`src/include/dacc_pkg.sv`:
```
// dual-array capture/compare: shared constants, register map and types
// assumes a 32-bit ahb-lite slave port and one 100 MHz clock
package dacc_pkg;

    // ************
    // sizes
    // ************
    localparam int NUM_CH     = 32;
    localparam int NUM_TMR    = 4;
    localparam int TMR_W      = 16;
    localparam int PSC_W      = 11;
    localparam int SYNC_N     = 34;

    // ************
    // register byte addresses (word aligned)
    // ************
    localparam logic [11:0] ADDR_CTRL    = 12'h000;
    localparam logic [11:0] ADDR_IRQ_ST  = 12'h004;
    localparam logic [11:0] ADDR_IRQ_MSK = 12'h008;
    localparam logic [11:0] ADDR_TCFG    = 12'h010;
    localparam logic [11:0] ADDR_TVAL    = 12'h020;
    localparam logic [11:0] ADDR_TRLD    = 12'h030;
    localparam logic [11:0] ADDR_CCFG    = 12'h100;
    localparam logic [11:0] ADDR_CVAL    = 12'h180;

    // ************
    // field positions and reset values
    // ************
    localparam int CTRL_STAGGER_BIT = 0;
    localparam int TCFG_PSC_LSB     = 0;
    localparam int TCFG_SRC_LSB     = 4;
    localparam int TCFG_RUN_BIT     = 8;
    localparam int CCFG_MODE_LSB    = 0;
    localparam int CCFG_TSEL_BIT    = 3;
    localparam int CCFG_SINGLE_BIT  = 4;
    localparam int CCFG_DOUBLE_BIT  = 5;
    localparam logic [TMR_W-1:0] TMR_RST  = 16'h0000;
    localparam logic [TMR_W-1:0] TMR_MAX  = 16'hffff;
    localparam logic [31:0]      WORD_RST = 32'h0000_0000;
    localparam logic [2:0]       STAG_SLOTS_M1 = 3'h7;

    // ************
    // timer clock sources
    // ************
    localparam logic [1:0] SRC_PRESCALE = 2'h0;
    localparam logic [1:0] SRC_EXT_OVF  = 2'h1;
    localparam logic [1:0] SRC_COUNT_IN = 2'h2;

    // ************
    // channel modes
    // ************
    typedef enum logic [2:0] {
        DACC_OFF      = 3'h0,
        DACC_CAP_RISE = 3'h1,
        DACC_CAP_FALL = 3'h2,
        DACC_CAP_BOTH = 3'h3,
        DACC_CMP0     = 3'h4,
        DACC_CMP1     = 3'h5,
        DACC_CMP2     = 3'h6,
        DACC_CMP3     = 3'h7
    } dacc_mode_t;

    // per-channel configuration
    typedef struct packed {
        logic       dbl;
        logic       single;
        logic       tsel;
        dacc_mode_t mode;
    } dacc_ccfg_t;

    // per-timer configuration
    typedef struct packed {
        logic       run;
        logic [1:0] src;
        logic [2:0] psc;
    } dacc_tcfg_t;

    // time base as seen by a channel
    typedef struct packed {
        logic [TMR_W-1:0] value;
        logic             strobe;
        logic             ovf;
    } dacc_tbase_t;

endpackage

```
`src/rtl/dacc_channel.sv`:
```
// one capture/compare channel: value register, match and pin logic
// assumes its time base strobe follows each timer step by one cycle
`timescale 1ns/1ns
module dacc_channel
    import dacc_pkg::*;
(
    input  wire logic             hclk,
    input  wire logic             hresetn,
    input  wire dacc_ccfg_t       cfg,
    input  wire logic             cfg_wr,
    input  wire logic             val_wr,
    input  wire logic [TMR_W-1:0] wdata,
    input  wire dacc_tbase_t      tb,
    input  wire logic             pin_rise,
    input  wire logic             pin_fall,
    input  wire logic             partner_match,
    output logic [TMR_W-1:0]      val_q,
    output logic                  pin_out_q,
    output logic                  pin_oe,
    output logic                  match,
    output logic                  irq_ev
);

    logic armed_q;
    logic done_q;
    logic is_cmp;
    logic multi;
    logic cap_ev;

    // ************************************************************
    // event detection
    // ************************************************************
    assign is_cmp = cfg.mode[2];
    assign multi  = (cfg.mode == DACC_CMP0) || (cfg.mode == DACC_CMP1);
    // continuous equality check on each new timer value [RQ16]
    assign match  = is_cmp && tb.strobe && !done_q &&
                    (tb.value == val_q) && (multi || armed_q); // [RQ7] [RQ9]
    // selectable capture edge [RQ15]
    assign cap_ev = ((cfg.mode == DACC_CAP_RISE) && pin_rise) ||
                    ((cfg.mode == DACC_CAP_FALL) && pin_fall) ||
                    ((cfg.mode == DACC_CAP_BOTH) && (pin_rise || pin_fall));
    // every capture and every compare hit asks for service [RQ14]
    assign irq_ev = cap_ev || match;
    // pin is driven only in the pin-action modes [RQ6]
    assign pin_oe = (cfg.mode == DACC_CMP1) || (cfg.mode == DACC_CMP3);

    // value register: a capture beats a software write [RQ13]
    always_ff @(posedge hclk or negedge hresetn) begin
        if (!hresetn) begin
            val_q <= TMR_RST;
        end else if (cap_ev) begin
            val_q <= tb.value;
        end else if (val_wr) begin
            val_q <= wdata;
        end
    end

    // once-per-period arming, rearmed by the timer overflow [RQ9] [RQ10]
    always_ff @(posedge hclk or negedge hresetn) begin
        if (!hresetn) begin
            armed_q <= 1'b1;
        end else if (match) begin
            armed_q <= 1'b0;
        end else if (tb.ovf || cfg_wr) begin
            armed_q <= 1'b1;
        end
    end

    // single event: lock after the first hit until reconfigured [RQ12]
    always_ff @(posedge hclk or negedge hresetn) begin
        if (!hresetn) begin
            done_q <= 1'b0;
        end else if (match && cfg.single) begin
            done_q <= 1'b1;
        end else if (cfg_wr) begin
            done_q <= 1'b0;
        end
    end

    // pin actions; a set wins over the overflow clear
    always_ff @(posedge hclk or negedge hresetn) begin
        if (!hresetn) begin
            pin_out_q <= 1'b0;
        end else if (cfg.mode == DACC_CMP1) begin
            if (match != (cfg.dbl && partner_match)) begin
                pin_out_q <= !pin_out_q; // [RQ8] [RQ11]
            end
        end else if (cfg.mode == DACC_CMP3) begin
            if (match) begin
                pin_out_q <= 1'b1; // [RQ10]
            end else if (tb.ovf) begin
                pin_out_q <= 1'b0; // [RQ10]
            end
        end
    end

endmodule

```
`src/rtl/dacc_top.sv`:
```
// dual-array capture/compare unit: bus slave, time bases, 32 channels
// assumes one 100 MHz clock; pins and count inputs are asynchronous,
// the external timer overflow pulse comes from logic on the same clock
//
// Functional notes
// RQ1: 32 channels, one-cycle resolution, eight cycles when staggered.
// RQ2: each array has two 16-bit timers, each with its reload register.
// RQ3: timers clock from a prescaled system clock or external overflow.
// RQ4: first timer of each array may count an external count input.
// RQ5: 16 registers per array, each picks a timer and capture or compare.
// RQ6: each register owns a pin: capture input or compare output.
// RQ7: compare mode 0 raises interrupts only, several per period.
// RQ8: compare mode 1 toggles the pin on every match.
// RQ9: compare mode 2 raises interrupts only, at most one per period.
// RQ10: compare mode 3 sets the pin on match, clears it on overflow.
// RQ11: double register mode lets two registers toggle one pin.
// RQ12: single-event option yields one edge or pulse, any compare mode.
// RQ13: a capture copies the selected timer value into the register.
// RQ14: each capture raises that register's own interrupt request.
// RQ15: capture edge selectable: rising, falling or both.
// RQ16: compare registers are checked against their timer continuously.
// RQ17: a timer reloads from its reload register on overflow.
//
// The placing of the registers and register access over AHB-Lite were decided locally.
`timescale 1ns/1ns
module dacc_top
    import dacc_pkg::*;
#(
    parameter int CH = NUM_CH
)
(
    input  wire logic          hclk,
    input  wire logic          hresetn,
    input  wire logic          hsel,
    input  wire logic [11:0]   haddr,
    input  wire logic [1:0]    htrans,
    input  wire logic          hwrite,
    input  wire logic [2:0]    hsize,
    input  wire logic [31:0]   hwdata,
    input  wire logic          hready,
    output logic               hreadyout,
    output logic               hresp,
    output logic [31:0]        hrdata,
    input  wire logic          ext_gp_ovf,
    input  wire logic [1:0]    count_in,
    input  wire logic [CH-1:0] cc_pin_in,
    output logic [CH-1:0]      cc_pin_out,
    output logic [CH-1:0]      cc_pin_oe,
    output logic               irq
);

    // ************
    // declarations
    // ************
    logic                       stagger_q;
    logic [CH-1:0]              irq_st_q;
    logic [CH-1:0]              irq_msk_q;
    dacc_tcfg_t                 tcfg_q   [NUM_TMR];
    logic [TMR_W-1:0]           tval_q   [NUM_TMR];
    logic [TMR_W-1:0]           trld_q   [NUM_TMR];
    logic [NUM_TMR-1:0]         tstep;
    logic [NUM_TMR-1:0]         tstrobe_q;
    logic [NUM_TMR-1:0]         tovf_q;
    dacc_ccfg_t                 ccfg_q   [CH];
    logic [TMR_W-1:0]           cval     [CH];
    logic [CH-1:0]              cmatch;
    logic [CH-1:0]              cirq_ev;
    logic [PSC_W-1:0]           psc_q;
    logic [7:0]                 psc_eff;
    logic                       base_en;
    logic [SYNC_N-1:0]          s1_q;
    logic [SYNC_N-1:0]          s2_q;
    logic [SYNC_N-1:0]          s3_q;
    logic [SYNC_N-1:0]          stable_q;
    logic [SYNC_N-1:0]          rise;
    logic [SYNC_N-1:0]          fall;
    logic                       wr_pend_q;
    logic [11:0]                wr_addr_q;
    logic                       rd_go;
    logic                       wr_go;
    logic [31:0]                rd_word;
    logic [CH-1:0]              st_clr;
    logic                       st_read;

    // ************
    // ahb-lite slave
    // ************
    // zero wait states, so the slave never stretches a transfer
    assign hreadyout = 1'b1;
    assign hresp     = 1'b0;
    assign rd_go     = hsel && hready && htrans[1] && !hwrite;
    assign wr_go     = hsel && hready && htrans[1] && hwrite;

    // write address phase is held until its data phase
    always_ff @(posedge hclk or negedge hresetn) begin
        if (!hresetn) begin
            wr_pend_q <= 1'b0;
            wr_addr_q <= 12'h000;
        end else if (hready) begin
            wr_pend_q <= wr_go;
            wr_addr_q <= haddr;
        end
    end

    // read word chosen at the address phase; haddr[11:9] is not decoded, so reads there alias the map; other unmapped reads give zero
    always_comb begin
        rd_word = WORD_RST;
        st_read = 1'b0;
        if (haddr[8]) begin
            if (!haddr[7]) begin
                rd_word = {26'h0, ccfg_q[haddr[6:2]]};
            end else begin
                rd_word = {16'h0, cval[haddr[6:2]]};
            end
        end else begin
            unique case (haddr[7:4])
                4'h0: begin
                    if (haddr[3:0] == ADDR_CTRL[3:0]) begin
                        rd_word = {31'h0, stagger_q};
                    end else if (haddr[3:0] == ADDR_IRQ_ST[3:0]) begin
                        rd_word = irq_st_q;
                        st_read = 1'b1;
                    end else if (haddr[3:0] == ADDR_IRQ_MSK[3:0]) begin
                        rd_word = irq_msk_q;
                    end
                end
                4'h1: rd_word = {23'h0, tcfg_q[haddr[3:2]].run, 2'h0,
                                 tcfg_q[haddr[3:2]].src, 1'b0,
                                 tcfg_q[haddr[3:2]].psc};
                4'h2: rd_word = {16'h0, tval_q[haddr[3:2]]};
                4'h3: rd_word = {16'h0, trld_q[haddr[3:2]]};
                default: rd_word = WORD_RST;
            endcase
        end
    end

    // read data registered so it stands for the whole data phase
    always_ff @(posedge hclk or negedge hresetn) begin
        if (!hresetn) begin
            hrdata <= WORD_RST;
        end else if (rd_go) begin
            hrdata <= rd_word;
        end
    end

    // control and mask registers
    always_ff @(posedge hclk or negedge hresetn) begin
        if (!hresetn) begin
            stagger_q <= 1'b0;
            irq_msk_q <= '0;
        end else if (wr_pend_q) begin
            if (wr_addr_q == ADDR_CTRL) begin
                stagger_q <= hwdata[CTRL_STAGGER_BIT];
            end
            if (wr_addr_q == ADDR_IRQ_MSK) begin
                irq_msk_q <= hwdata[CH-1:0];
            end
        end
    end

    // ************
    // interrupt status: sticky, cleared by reading it
    // ************
    // a new event in the clearing cycle survives the clear
    assign st_clr = (rd_go && st_read) ? irq_st_q : '0;

    always_ff @(posedge hclk or negedge hresetn) begin
        if (!hresetn) begin
            irq_st_q <= '0;
        end else begin
            irq_st_q <= (irq_st_q & ~st_clr) | cirq_ev; // [RQ14]
        end
    end

    assign irq = |(irq_st_q & irq_msk_q);

    // ************
    // input synchronisers and edge detection
    // ************
    // order: channel pins, then the two count inputs
    always_ff @(posedge hclk or negedge hresetn) begin
        if (!hresetn) begin
            s1_q     <= '0;
            s2_q     <= '0;
            s3_q     <= '0;
            stable_q <= '0;
        end else begin
            s1_q <= {count_in, cc_pin_in};
            s2_q <= s1_q;
            s3_q <= s2_q;
            for (int i = 0; i < SYNC_N; i++) begin
                if (s2_q[i] == s3_q[i]) begin
                    stable_q[i] <= s3_q[i];
                end
            end
        end
    end

    // a change counts only once the last two stages agree
    assign rise = (s2_q ~^ s3_q) & s3_q & ~stable_q;
    assign fall = (s2_q ~^ s3_q) & ~s3_q & stable_q;

    // ************
    // prescaler
    // ************
    // staggered operation slows the base rate to one step in eight
    always_ff @(posedge hclk or negedge hresetn) begin
        if (!hresetn) begin
            psc_q <= '0;
        end else begin
            psc_q <= psc_q + 1'b1;
        end
    end

    assign base_en = !stagger_q || (psc_q[2:0] == STAG_SLOTS_M1); // [RQ1]
    assign psc_eff = stagger_q ? psc_q[10:3] : psc_q[7:0];

    // ************
    // time bases: timers 0,1 in array a, 2,3 in array b
    // ************
    for (genvar t = 0; t < NUM_TMR; t++) begin : g_tmr
        logic [7:0] mask;
        logic       psc_hit;
        logic       wr_cfg;
        logic       wr_val;
        logic       wr_rld;

        assign mask    = 8'(({1'b0, 8'hff}) >> (4'd8 - {1'b0, tcfg_q[t].psc}));
        assign psc_hit = base_en && ((psc_eff & mask) == 8'h00);
        assign wr_cfg  = wr_pend_q && (wr_addr_q == ADDR_TCFG + 12'(4 * t));
        assign wr_val  = wr_pend_q && (wr_addr_q == ADDR_TVAL + 12'(4 * t));
        assign wr_rld  = wr_pend_q && (wr_addr_q == ADDR_TRLD + 12'(4 * t));

        // clock source selection per timer [RQ3]
        always_comb begin
            tstep[t] = 1'b0;
            if (tcfg_q[t].run) begin
                unique case (tcfg_q[t].src)
                    SRC_PRESCALE: tstep[t] = psc_hit;
                    SRC_EXT_OVF:  tstep[t] = ext_gp_ovf;
                    // only the first timer of an array has a count input
                    SRC_COUNT_IN: tstep[t] = (t % 2 == 0) &&
                                             rise[CH + t / 2]; // [RQ4]
                    default:      tstep[t] = 1'b0;
                endcase
            end
        end

        // configuration and reload registers [RQ2]
        always_ff @(posedge hclk or negedge hresetn) begin
            if (!hresetn) begin
                tcfg_q[t] <= '0;
                trld_q[t] <= TMR_RST;
            end else begin
                if (wr_cfg) begin
                    tcfg_q[t].psc <= hwdata[TCFG_PSC_LSB +: 3];
                    tcfg_q[t].src <= hwdata[TCFG_SRC_LSB +: 2];
                    tcfg_q[t].run <= hwdata[TCFG_RUN_BIT];
                end
                if (wr_rld) begin
                    trld_q[t] <= hwdata[TMR_W-1:0];
                end
            end
        end

        // count up, reload on overflow; a software write takes priority
        always_ff @(posedge hclk or negedge hresetn) begin
            if (!hresetn) begin
                tval_q[t]    <= TMR_RST;
                tstrobe_q[t] <= 1'b0;
                tovf_q[t]    <= 1'b0;
            end else begin
                tstrobe_q[t] <= tstep[t] && !wr_val;
                tovf_q[t]    <= tstep[t] && !wr_val && (tval_q[t] == TMR_MAX);
                if (wr_val) begin
                    tval_q[t] <= hwdata[TMR_W-1:0];
                end else if (tstep[t]) begin
                    if (tval_q[t] == TMR_MAX) begin
                        tval_q[t] <= trld_q[t]; // [RQ17]
                    end else begin
                        tval_q[t] <= tval_q[t] + 1'b1;
                    end
                end
            end
        end
    end

    // ************
    // channels: 0..15 in array a, 16..31 in array b
    // ************
    for (genvar c = 0; c < CH; c++) begin : g_ch
        localparam int ARR  = c / 16;
        localparam int PART = c ^ 8;
        logic        wr_ccfg;
        logic        wr_cval;
        dacc_tbase_t tb;
        logic        tsel_idx;

        assign wr_ccfg  = wr_pend_q && (wr_addr_q == ADDR_CCFG + 12'(4 * c));
        assign wr_cval  = wr_pend_q && (wr_addr_q == ADDR_CVAL + 12'(4 * c));
        // each register picks one of its own array's two timers [RQ5]
        assign tsel_idx = ccfg_q[c].tsel;
        assign tb.value = tval_q[2 * ARR + int'(tsel_idx)];
        assign tb.strobe = tstrobe_q[2 * ARR + int'(tsel_idx)];
        assign tb.ovf   = tovf_q[2 * ARR + int'(tsel_idx)];

        // mode, timer choice and options per register [RQ5]
        always_ff @(posedge hclk or negedge hresetn) begin
            if (!hresetn) begin
                ccfg_q[c] <= '0;
            end else if (wr_ccfg) begin
                ccfg_q[c].mode   <= dacc_mode_t'(hwdata[CCFG_MODE_LSB +: 3]);
                ccfg_q[c].tsel   <= hwdata[CCFG_TSEL_BIT];
                ccfg_q[c].single <= hwdata[CCFG_SINGLE_BIT];
                ccfg_q[c].dbl    <= hwdata[CCFG_DOUBLE_BIT];
            end
        end

        // partner is the register eight places away in the same array
        dacc_channel u_ch (
            .hclk          (hclk),
            .hresetn       (hresetn),
            .cfg           (ccfg_q[c]),
            .cfg_wr        (wr_ccfg),
            .val_wr        (wr_cval),
            .wdata         (hwdata[TMR_W-1:0]),
            .tb            (tb),
            .pin_rise      (rise[c]),
            .pin_fall      (fall[c]),
            .partner_match (cmatch[PART]), // [RQ11]
            .val_q         (cval[c]),
            .pin_out_q     (cc_pin_out[c]),
            .pin_oe        (cc_pin_oe[c]),
            .match         (cmatch[c]),
            .irq_ev        (cirq_ev[c])
        );
    end

endmodule
```
`config.mk`:
```
export PLATFORM = sky130hd
export DESIGN_NAME = dacc_top
export DESIGN_NICKNAME = d
export VERILOG_FILES = /design/src/include/dacc_pkg.sv /design/src/rtl/dacc_channel.sv /design/src/rtl/dacc_top.sv
export SDC_FILE = /design/constraint.sdc
export NUM_CORES = 2
export LEC_CHECK = 0
export ABC_AREA = 0
export BUFFER_PORTS_ARGS = -buffer_cell sky130_fd_sc_hd__buf_4
export CORE_ASPECT_RATIO = 0.5
export CORE_UTILIZATION = 25
export DETAILED_ROUTE_END_ITERATION = 8
export SLEW_MARGIN = 15
export SYNTH_ARGS = -nofsm -noshare
export SYNTH_HDL_FRONTEND = slang
export SYNTH_SLANG_ARGS = --single-unit
```
`constraint.sdc`:
```
create_clock -name hclk -period 4.2 [get_ports hclk]
set_input_delay 0.42 -clock hclk [delete_from_list [all_inputs] [get_ports hclk]]
set_output_delay 0.42 -clock hclk [all_outputs]
set_load 0.05 [all_outputs]
```
# Word level (Yosys, flattened, before mapping)
# Cells that the tools add are included.
# word_totals
input_bits,89
regBits,1217
# op_classes
n_lt_le_gt_ge,66
addsub,25
mux,655
reduce_logical,918
bitwise,49
n_eq_ne,415
shifts,4
# ops
op,count
$mux W16,147
$bmux W16 S2,34
$ge A32 B3 Y1 const B,32
$eq A12 B9 Y1 const B,64
$not A32 Y32,18
$eq A16 B16 Y1,32
$not A1 Y32,16
$mux W1,424
$logic_and A1 B1 Y1,381
$eq A3 B3 Y1 const B,97
$reduce_bool A2 Y1,132
$logic_or A1 B1 Y1,257
$eq A3 B2 Y1 const B,64
$mux W32,5
$and A32 B32 Y32,4
$pmux W32 S4,1
$eq A12 B6 Y1 const B,8
$eq A3 B1 Y1 const B,32
$reduce_and A3 Y1,32
$reduce_bool A3 Y1,32
$bmux W16 S5,1
$logic_not A1 Y1,70
$and A34 B34 Y34,2
$add A16 B1 Y16 const B,4
other kinds (39),243

# Logic depth before layout (Yosys ltp)
# logic_depth
depth_word,12
depth_mapped,13
depth_no_buf,11

# Modules after synthesis
# A second synthesis with hierarchy kept.
# unflattened
cells_unflattened,7557
hier_area_um2,78609.1
# by_module_without_submodules
module,cells_each,seq_area_each_um2,area_per_inst_um2,n_inst
dacc_top,3621,15239.6,40852.9,1
dacc_channel,123,476.7,1179.9,32

# Least setup slack after synthesis
# No wires, ideal clock.
# synth_path
path_type,input to register
start,input port haddr[2]
end,register hrdata[10]
stages,8
arrival_ps,2467
setup_slack_ps,1596
cell_sequence,clkbuf_1 -> buf_4 -> buf_2 -> mux4_2 -> mux4_2 -> mux2_2 -> a22oi_1 -> a21oi_1
# synth_via
elab_chain_len,6
elab_cells_between_ends,20
# synth_rtl
item,line,rtl
"start, declared",dacc_top.sv:35,"input wire logic [11:0] haddr,"
"$not A5 Y6 (not written as such), or another cell as far along",dacc_top.sv:113,"rd_word = {16'h0, cval[haddr[6:2]]};"
"$bmux W16 S5, or another cell as far along",dacc_top.sv:113,
"$mux W16 (not written as such), or another cell as far along (2 in a row)",dacc_top.sv:113,
$mux W16 / $pmux W32 S4 (equally long branches),"dacc_top.sv:110, dacc_top.sv:116",
$mux W32 (*),dacc_top.sv:109,if (haddr[8]) begin
"end signal, assigned",dacc_top.sv:142,hrdata <= rd_word;
"end, declared",dacc_top.sv:43,"output logic [31:0] hrdata,"
# Every way passes the cells marked *; elsewhere a longest branch is shown, timed or not. The select of a mux whose other input is x is not followed.
# A chain may end at the register's enable or synchronous reset.

# Worst setup path in the final report
# layout_path
start,register tval_q[60] (netlist name)
end,register g_ch[7].u_ch.pin_out_q
# layout_via
elab_chain_len,10
elab_cells_between_ends,20
# layout_rtl
item,line,rtl
"start, declared",dacc_top.sv:59,logic [TMR_W-1:0] tval_q [NUM_TMR];
"start signal, assigned by index",dacc_top.sv:276,tval_q[t] <= hwdata[TMR_W-1:0];
"start signal, assigned by index",dacc_top.sv:279,tval_q[t] <= trld_q[t];
"start signal, assigned by index",dacc_top.sv:281,tval_q[t] <= tval_q[t] + 1'b1;
$bmux W16 S2,dacc_top.sv:303,assign tb.value = tval_q[2 * ARR + int'(tsel_idx)];
$mux W16 (not written as such) (2 in a row),dacc_top.sv:303,
$eq A16 B16 Y1,dacc_channel.sv:37,(tb.value == val_q) && (multi || armed_q);
$logic_and A1 B1 Y1,dacc_channel.sv:36,assign match = is_cmp && tb.strobe && !done_q &&
$logic_and A1 B1 Y1,dacc_channel.sv:37,
$logic_and A1 B1 Y1,dacc_channel.sv:85,if (match != (cfg.dbl && partner_match)) begin
$ne A1 B1 Y1,dacc_channel.sv:85,
$ne A2 B2 Y1 (no source line),--,
$reduce_and A3 Y1 (no source line),--,
"end signal, assigned",dacc_channel.sv:86,pin_out_q <= !pin_out_q;
"end, declared",dacc_channel.sv:18,"output logic pin_out_q,"
# Parallel ways exist; a longest one is shown, timed or not. The select of a mux whose other input is x is not followed.

==> reports/metrics.sh <==
SETUP_TOTAL_NEGATIVE_SLACK_NS=0
BOUNDARY_PINS=188
FP-ROW-COUNT=142
WHS_ENDPOINT='ccfg_q[191]$_DFFE_PN0P_'
CTS_REPAIR_RESIZE_COUNT=0
AREA_DELTA_SYNTH_FINAL_PCT=16.2
PRE_CTS_WS_NS=0.630
PLACE_CONGESTION=0.992
TYPE_OF_THE_SETUP_PATH_WITH_THE_LEAST_SLACK='register to register'
POST-ROUTE-MIN-PERIOD_NS=3.82
PATH_CLK_SLEW_NS=0.06
WORST-ENDPOINT-REQUIRED_NS=4.92
POST-ROUTE-WORST-SETUP-SLACK_NS=0.377
OUTCOME='complete, no violations'
FF2FF_SETUP_SLACK_NS=0.38
CLK-INSERTION-DELAY-LATE_NS=0.83
REGTOREGSTARTPOINT='tval_q[60]$_DFFE_PN0P_'
GLOBALROUTETOTALUTIL_PCT=20.2
DRV.MAX_CAP_VIOLATION_COUNT=0
FINAL.SETUP_SKEW_NS=0.0365
POST_SYNTH_INST_COUNT=7604
SWITCHING_SHARE_PCT=35.4
PLACEMENT.IO_BUFFERS=181
NUMBER_OF_VIAS_IN_THE_ROUTED_LAYOUT=65500
WIRE_PER_INST_UM=27.1
SHARE_CLK_OF_TOTAL_POWER_PCT=33.6
ANTENNA_FOUND_INITIAL=24
DIE_W_UM=783
AREA_CONTRIBUTORS_POST_SYNTH='dfrtp_1 39%, mux2i_1 10%, mux4_2 7.5%'
TOTALWIRELENGTH_UM=322000
NUMBER_OF_ENABLE_TYPE_REGISTER_CELLS_IN_THE_SYNTHESIZED_NETLIST=0
SETUP_VIOL_COUNT_FINAL=0
NETLIST_AREA_UM2=76200
START_UTIL_PCT=25.3
CRIT_FANOUT=13
CORE_REGION_AREA_UM2=301000
CTSLONGESTPATHBUFFERS=3
TIMING.FINAL.MAX_SLEW_VIOLATIONS=0
TOTAL_NUMBER_OF_YOSYS_WARNINGS=0
FINAL_NETS=7885
GRT_START_MAX_NET_PINS=136
DIE_FOOTPRINT_UM2=307000
DRTPASS1ITERATIONS=6
RATIO_OF_TOTAL_POWER_TO_CELL_AREA_nW_PER_UM2=443
GRT_REMAINING_OVERFLOW=0
SYN-MEAN-INSTANCE-AREA_UM2=10.0
LAYOUT_WORST_PATH_CYCLE_SHARE_PCT=91.0
CRITICAL_PATH.MAX_STAGE_DELAY_NS=1.21
CRITICAL_PATH.SLOWEST_CELL='dfrtp_1'
FINAL_HOLD_VIOL_COUNT=0
NUMBER_OF_GLOBAL_ROUTE_VIAS_BEFORE_REPAIR=61400
MIN-DELAY-PATH-CLASS='input pin to register'
CLOCK_TREE_FROM_TRITONCTS='yes'
SYNTH_SEQ_CELLS=1217
CLKSINKCOUNT=1217
CHIPHEIGHT_UM=392
POWER_FRAC_SEQ_PCT=40.1
ANTENNA_LEFT=0
SYNTH_FP_NETS=7779
REGISTER_TO_REGISTER_PATH_DEPTH=8
DRT_FIRST_ITER_VIOLATIONS=8795
CTS-BUFFERS-INSERTED=145
MAXCLOCKFREQUENCY_MHz=262
CRIT_FAMILY='simple AND/OR/NAND/NOR gates'
HPWLAFTERDP_UM=231000
TIMING.CRITICAL_PATH.CELLS='buf_4 -> mux2i_1 -> xnor2_1 -> nor4_1 -> nand3_1 -> or4_1 -> a211o_1 -> o2111ai_1'
NETLIST-CELL-TYPE-COUNT=87
DRIVE_GT1_SHARE_PCT=19.4
INTERNAL-POWER_mW=25.3
HOLD_PATH.STARTPOINT='hwdata[5]'
TRANSITION_TIME_AT_THE_PIN_WITH_THE_LEAST_SLEW_MARGIN_NS=1.35
CLOCK_TREE.ROOT_CELL='clkbuf_16'
CTS_HOLD_BUFFERS=59
ROUTE.DETAILED.DRC=0
VDD_DROP_MAX_mV=0.473
STATIC_LEAK_nW=35.3
MAX_SLEW_MARGIN_PCT=9.84
SYNTH_TOP_AREA_CELL='dfrtp_1'
WHS_PATH_DEPTH=3
COMBINATIONALPOWERSHARE_PCT=26.3
CP-START-KIND='register'
SYNTH_MOST_COMMON_CELL='dfrtp_1'
DETAIL_ROUTE.VIAS_PER_CELL=5.52
RSZ0062_AT_GRT='no'
HTREE_NUM_LEVELS=4
POST-SYNTH-TOP-AREA-FRACTION_PCT=38.9
R2R-END='g_ch[7].u_ch.pin_out_q$_DFFE_PN0P_'
ASYNC_FLOP_SHARE_PCT=100
CRIT_ARRIVAL_NS=4.54
CRITICAL_PATH.N_BUFFERS_INVERTERS=1
POST_SYNTHESIS_SEQUENTIAL_AREA_RATIO_PCT=40.0
SYNTHTOPCELLSBYCOUNT='1185 x dfrtp_1, 979 x nand2_1, 793 x o21ai_0, 760 x mux2i_1, 500 x xnor2_1'
POSTCTSSETUPREPAIRBUFS=0
GRT_PASS1_WL_UM=455000
WORSTSETUPENDPOINTTYPE='register'
PRIMARY_FLIP_FLOP_CELL_CHOSEN_BY_SYNTHESIS_MAPPING='dfrtp_1'
POWER_SWITCHING_mW=13.9
routing by layer:
metal | global-route usage (%) | vias up | share of wire [%]
li1 | - | 27500 | -
met1 | 27.6 | 33000 | 40
met2 | 28.1 | 4093 | 40
met3 | 6.64 | 839 | 13
met4 | 10.9 | 12 | 6.2
met5 | 0 | - | 0.021
cell families after synthesis:
| kind of cell | share of synthesized area (%) |
|---|---|
| AND/OR/NAND/NOR | 12.0 |
| adder cells (fa/ha/maj) | 1.41 |
| flip-flops | 40.0 |
| buffers and inverters | 5.27 |
| AO/OA/AOI/OAI | 13.0 |
| XOR/XNOR | 6.04 |
| multiplexers | 22.2 |
| other | 0.00986 |
power by group through the flow:
stage / Sequential (mW) / Clock, mW / Combinational [mW]
2_1_floorplan: 14.7 / 0 / 6.53
3_3_place_gp: 15.6 / 0 / 9.72
3_5_place_dp: 15.7 / 0 / 9.87
4_1_cts: 15.5 / 13.2 / 9.97
5_1_grt: 15.8 / 13.7 / 10.9
6_report: 15.7 / 13.2 / 10.3
worst min-delay path: cells and delay by family:
kind / cells / cell delay [ns]
buffers and inverters: 1 / 0.28
AND/OR/NAND/NOR: 1 / 0.11
AO/OA/AOI/OAI: 1 / 0.06
area by class of cell:
class                      count  area, um^2
sequential                  1217       30500
clock buffer                 214        4310
antenna                       11        27.5
multi-input combinational   5490       41900
fill                       31200      213000
timing repair buffer         632        5270
inverter                     224         841
tap                         4032        5040
clock inverter                49         581
through the flow:
stage	cells	cell area, um^2	hold slack, ns	util [%]	power (mW)
2_1_floorplan	7604	76200	0.124	-	21.2
3_3_place_gp	11500	83000	0.335	27.5	25.4
3_5_place_dp	11500	83000	0.336	27.5	25.6
4_1_cts	11900	88400	0.104	29.4	38.7
5_1_grt	11900	88500	0.157	29.4	40.3
6_report	11900	88500	0.139	29.4	39.2
how the worst max path moves through the flow:
stage | end | slack (ns) | cells after the start | from
CTS | g_ch[26].u_ch.pin_out_q$_DFFE_PN0P_ | 0.61 | 7 | tval_q[6]$_DFFE_PN0P_
detailed placement | hrdata[4]$_DFFE_PN0P_ | 0.63 | 9 | haddr[2]
global route | g_ch[20].u_ch.pin_out_q$_DFFE_PN0P_ | 0.42 | 7 | g_ch[28].tsel_idx$_DFFE_PN0P_
global placement | g_ch[20].u_ch.pin_out_q$_DFFE_PN0P_ | 0.64 | 8 | g_ch[28].tsel_idx$_DFFE_PN0P_
floorplan | hrdata[10]$_DFFE_PN0P_ | 1.60 | 8 | haddr[2]
finish | g_ch[7].u_ch.pin_out_q$_DFFE_PN0P_ | 0.38 | 8 | tval_q[60]$_DFFE_PN0P_
flip-flops by register name, indices dropped and copies added (netlist names), 34 cells and up:
signal           flops
g_ch.u_ch.val_q    512
ccfg_q             160
trld_q              64
tval_q              64
s1_q                34
s2_q                34
s3_q                34
stable_q            34
cells in the final DEF, fill, tap and decap left out, drive strengths merged, types with 66 or more instances in the layout:
| cell type | synthesis | routed |
|---|---|---|
| mux2 | 319 | 319 |
| ha | 86 | 86 |
| nand3 | 144 | 144 |
| nor2 | 177 | 177 |
| a21oi | 242 | 242 |
| dfrtp | 1185 | 1185 |
| nor3 | 83 | 83 |
| nor2b | 151 | 151 |
| a211oi | 146 | 146 |
| nor4 | 112 | 112 |
| nand2 | 979 | 979 |
| buf | 279 | 573 |
| mux4 | 253 | 253 |
| clkbuf | 394 | 214 |
| o21ai | 801 | 801 |
| inv | 224 | 229 |
| a22oi | 66 | 66 |
| xnor2 | 500 | 500 |
| mux2i | 762 | 762 |
No activity file was read; power rests on OpenSTA's default activity.
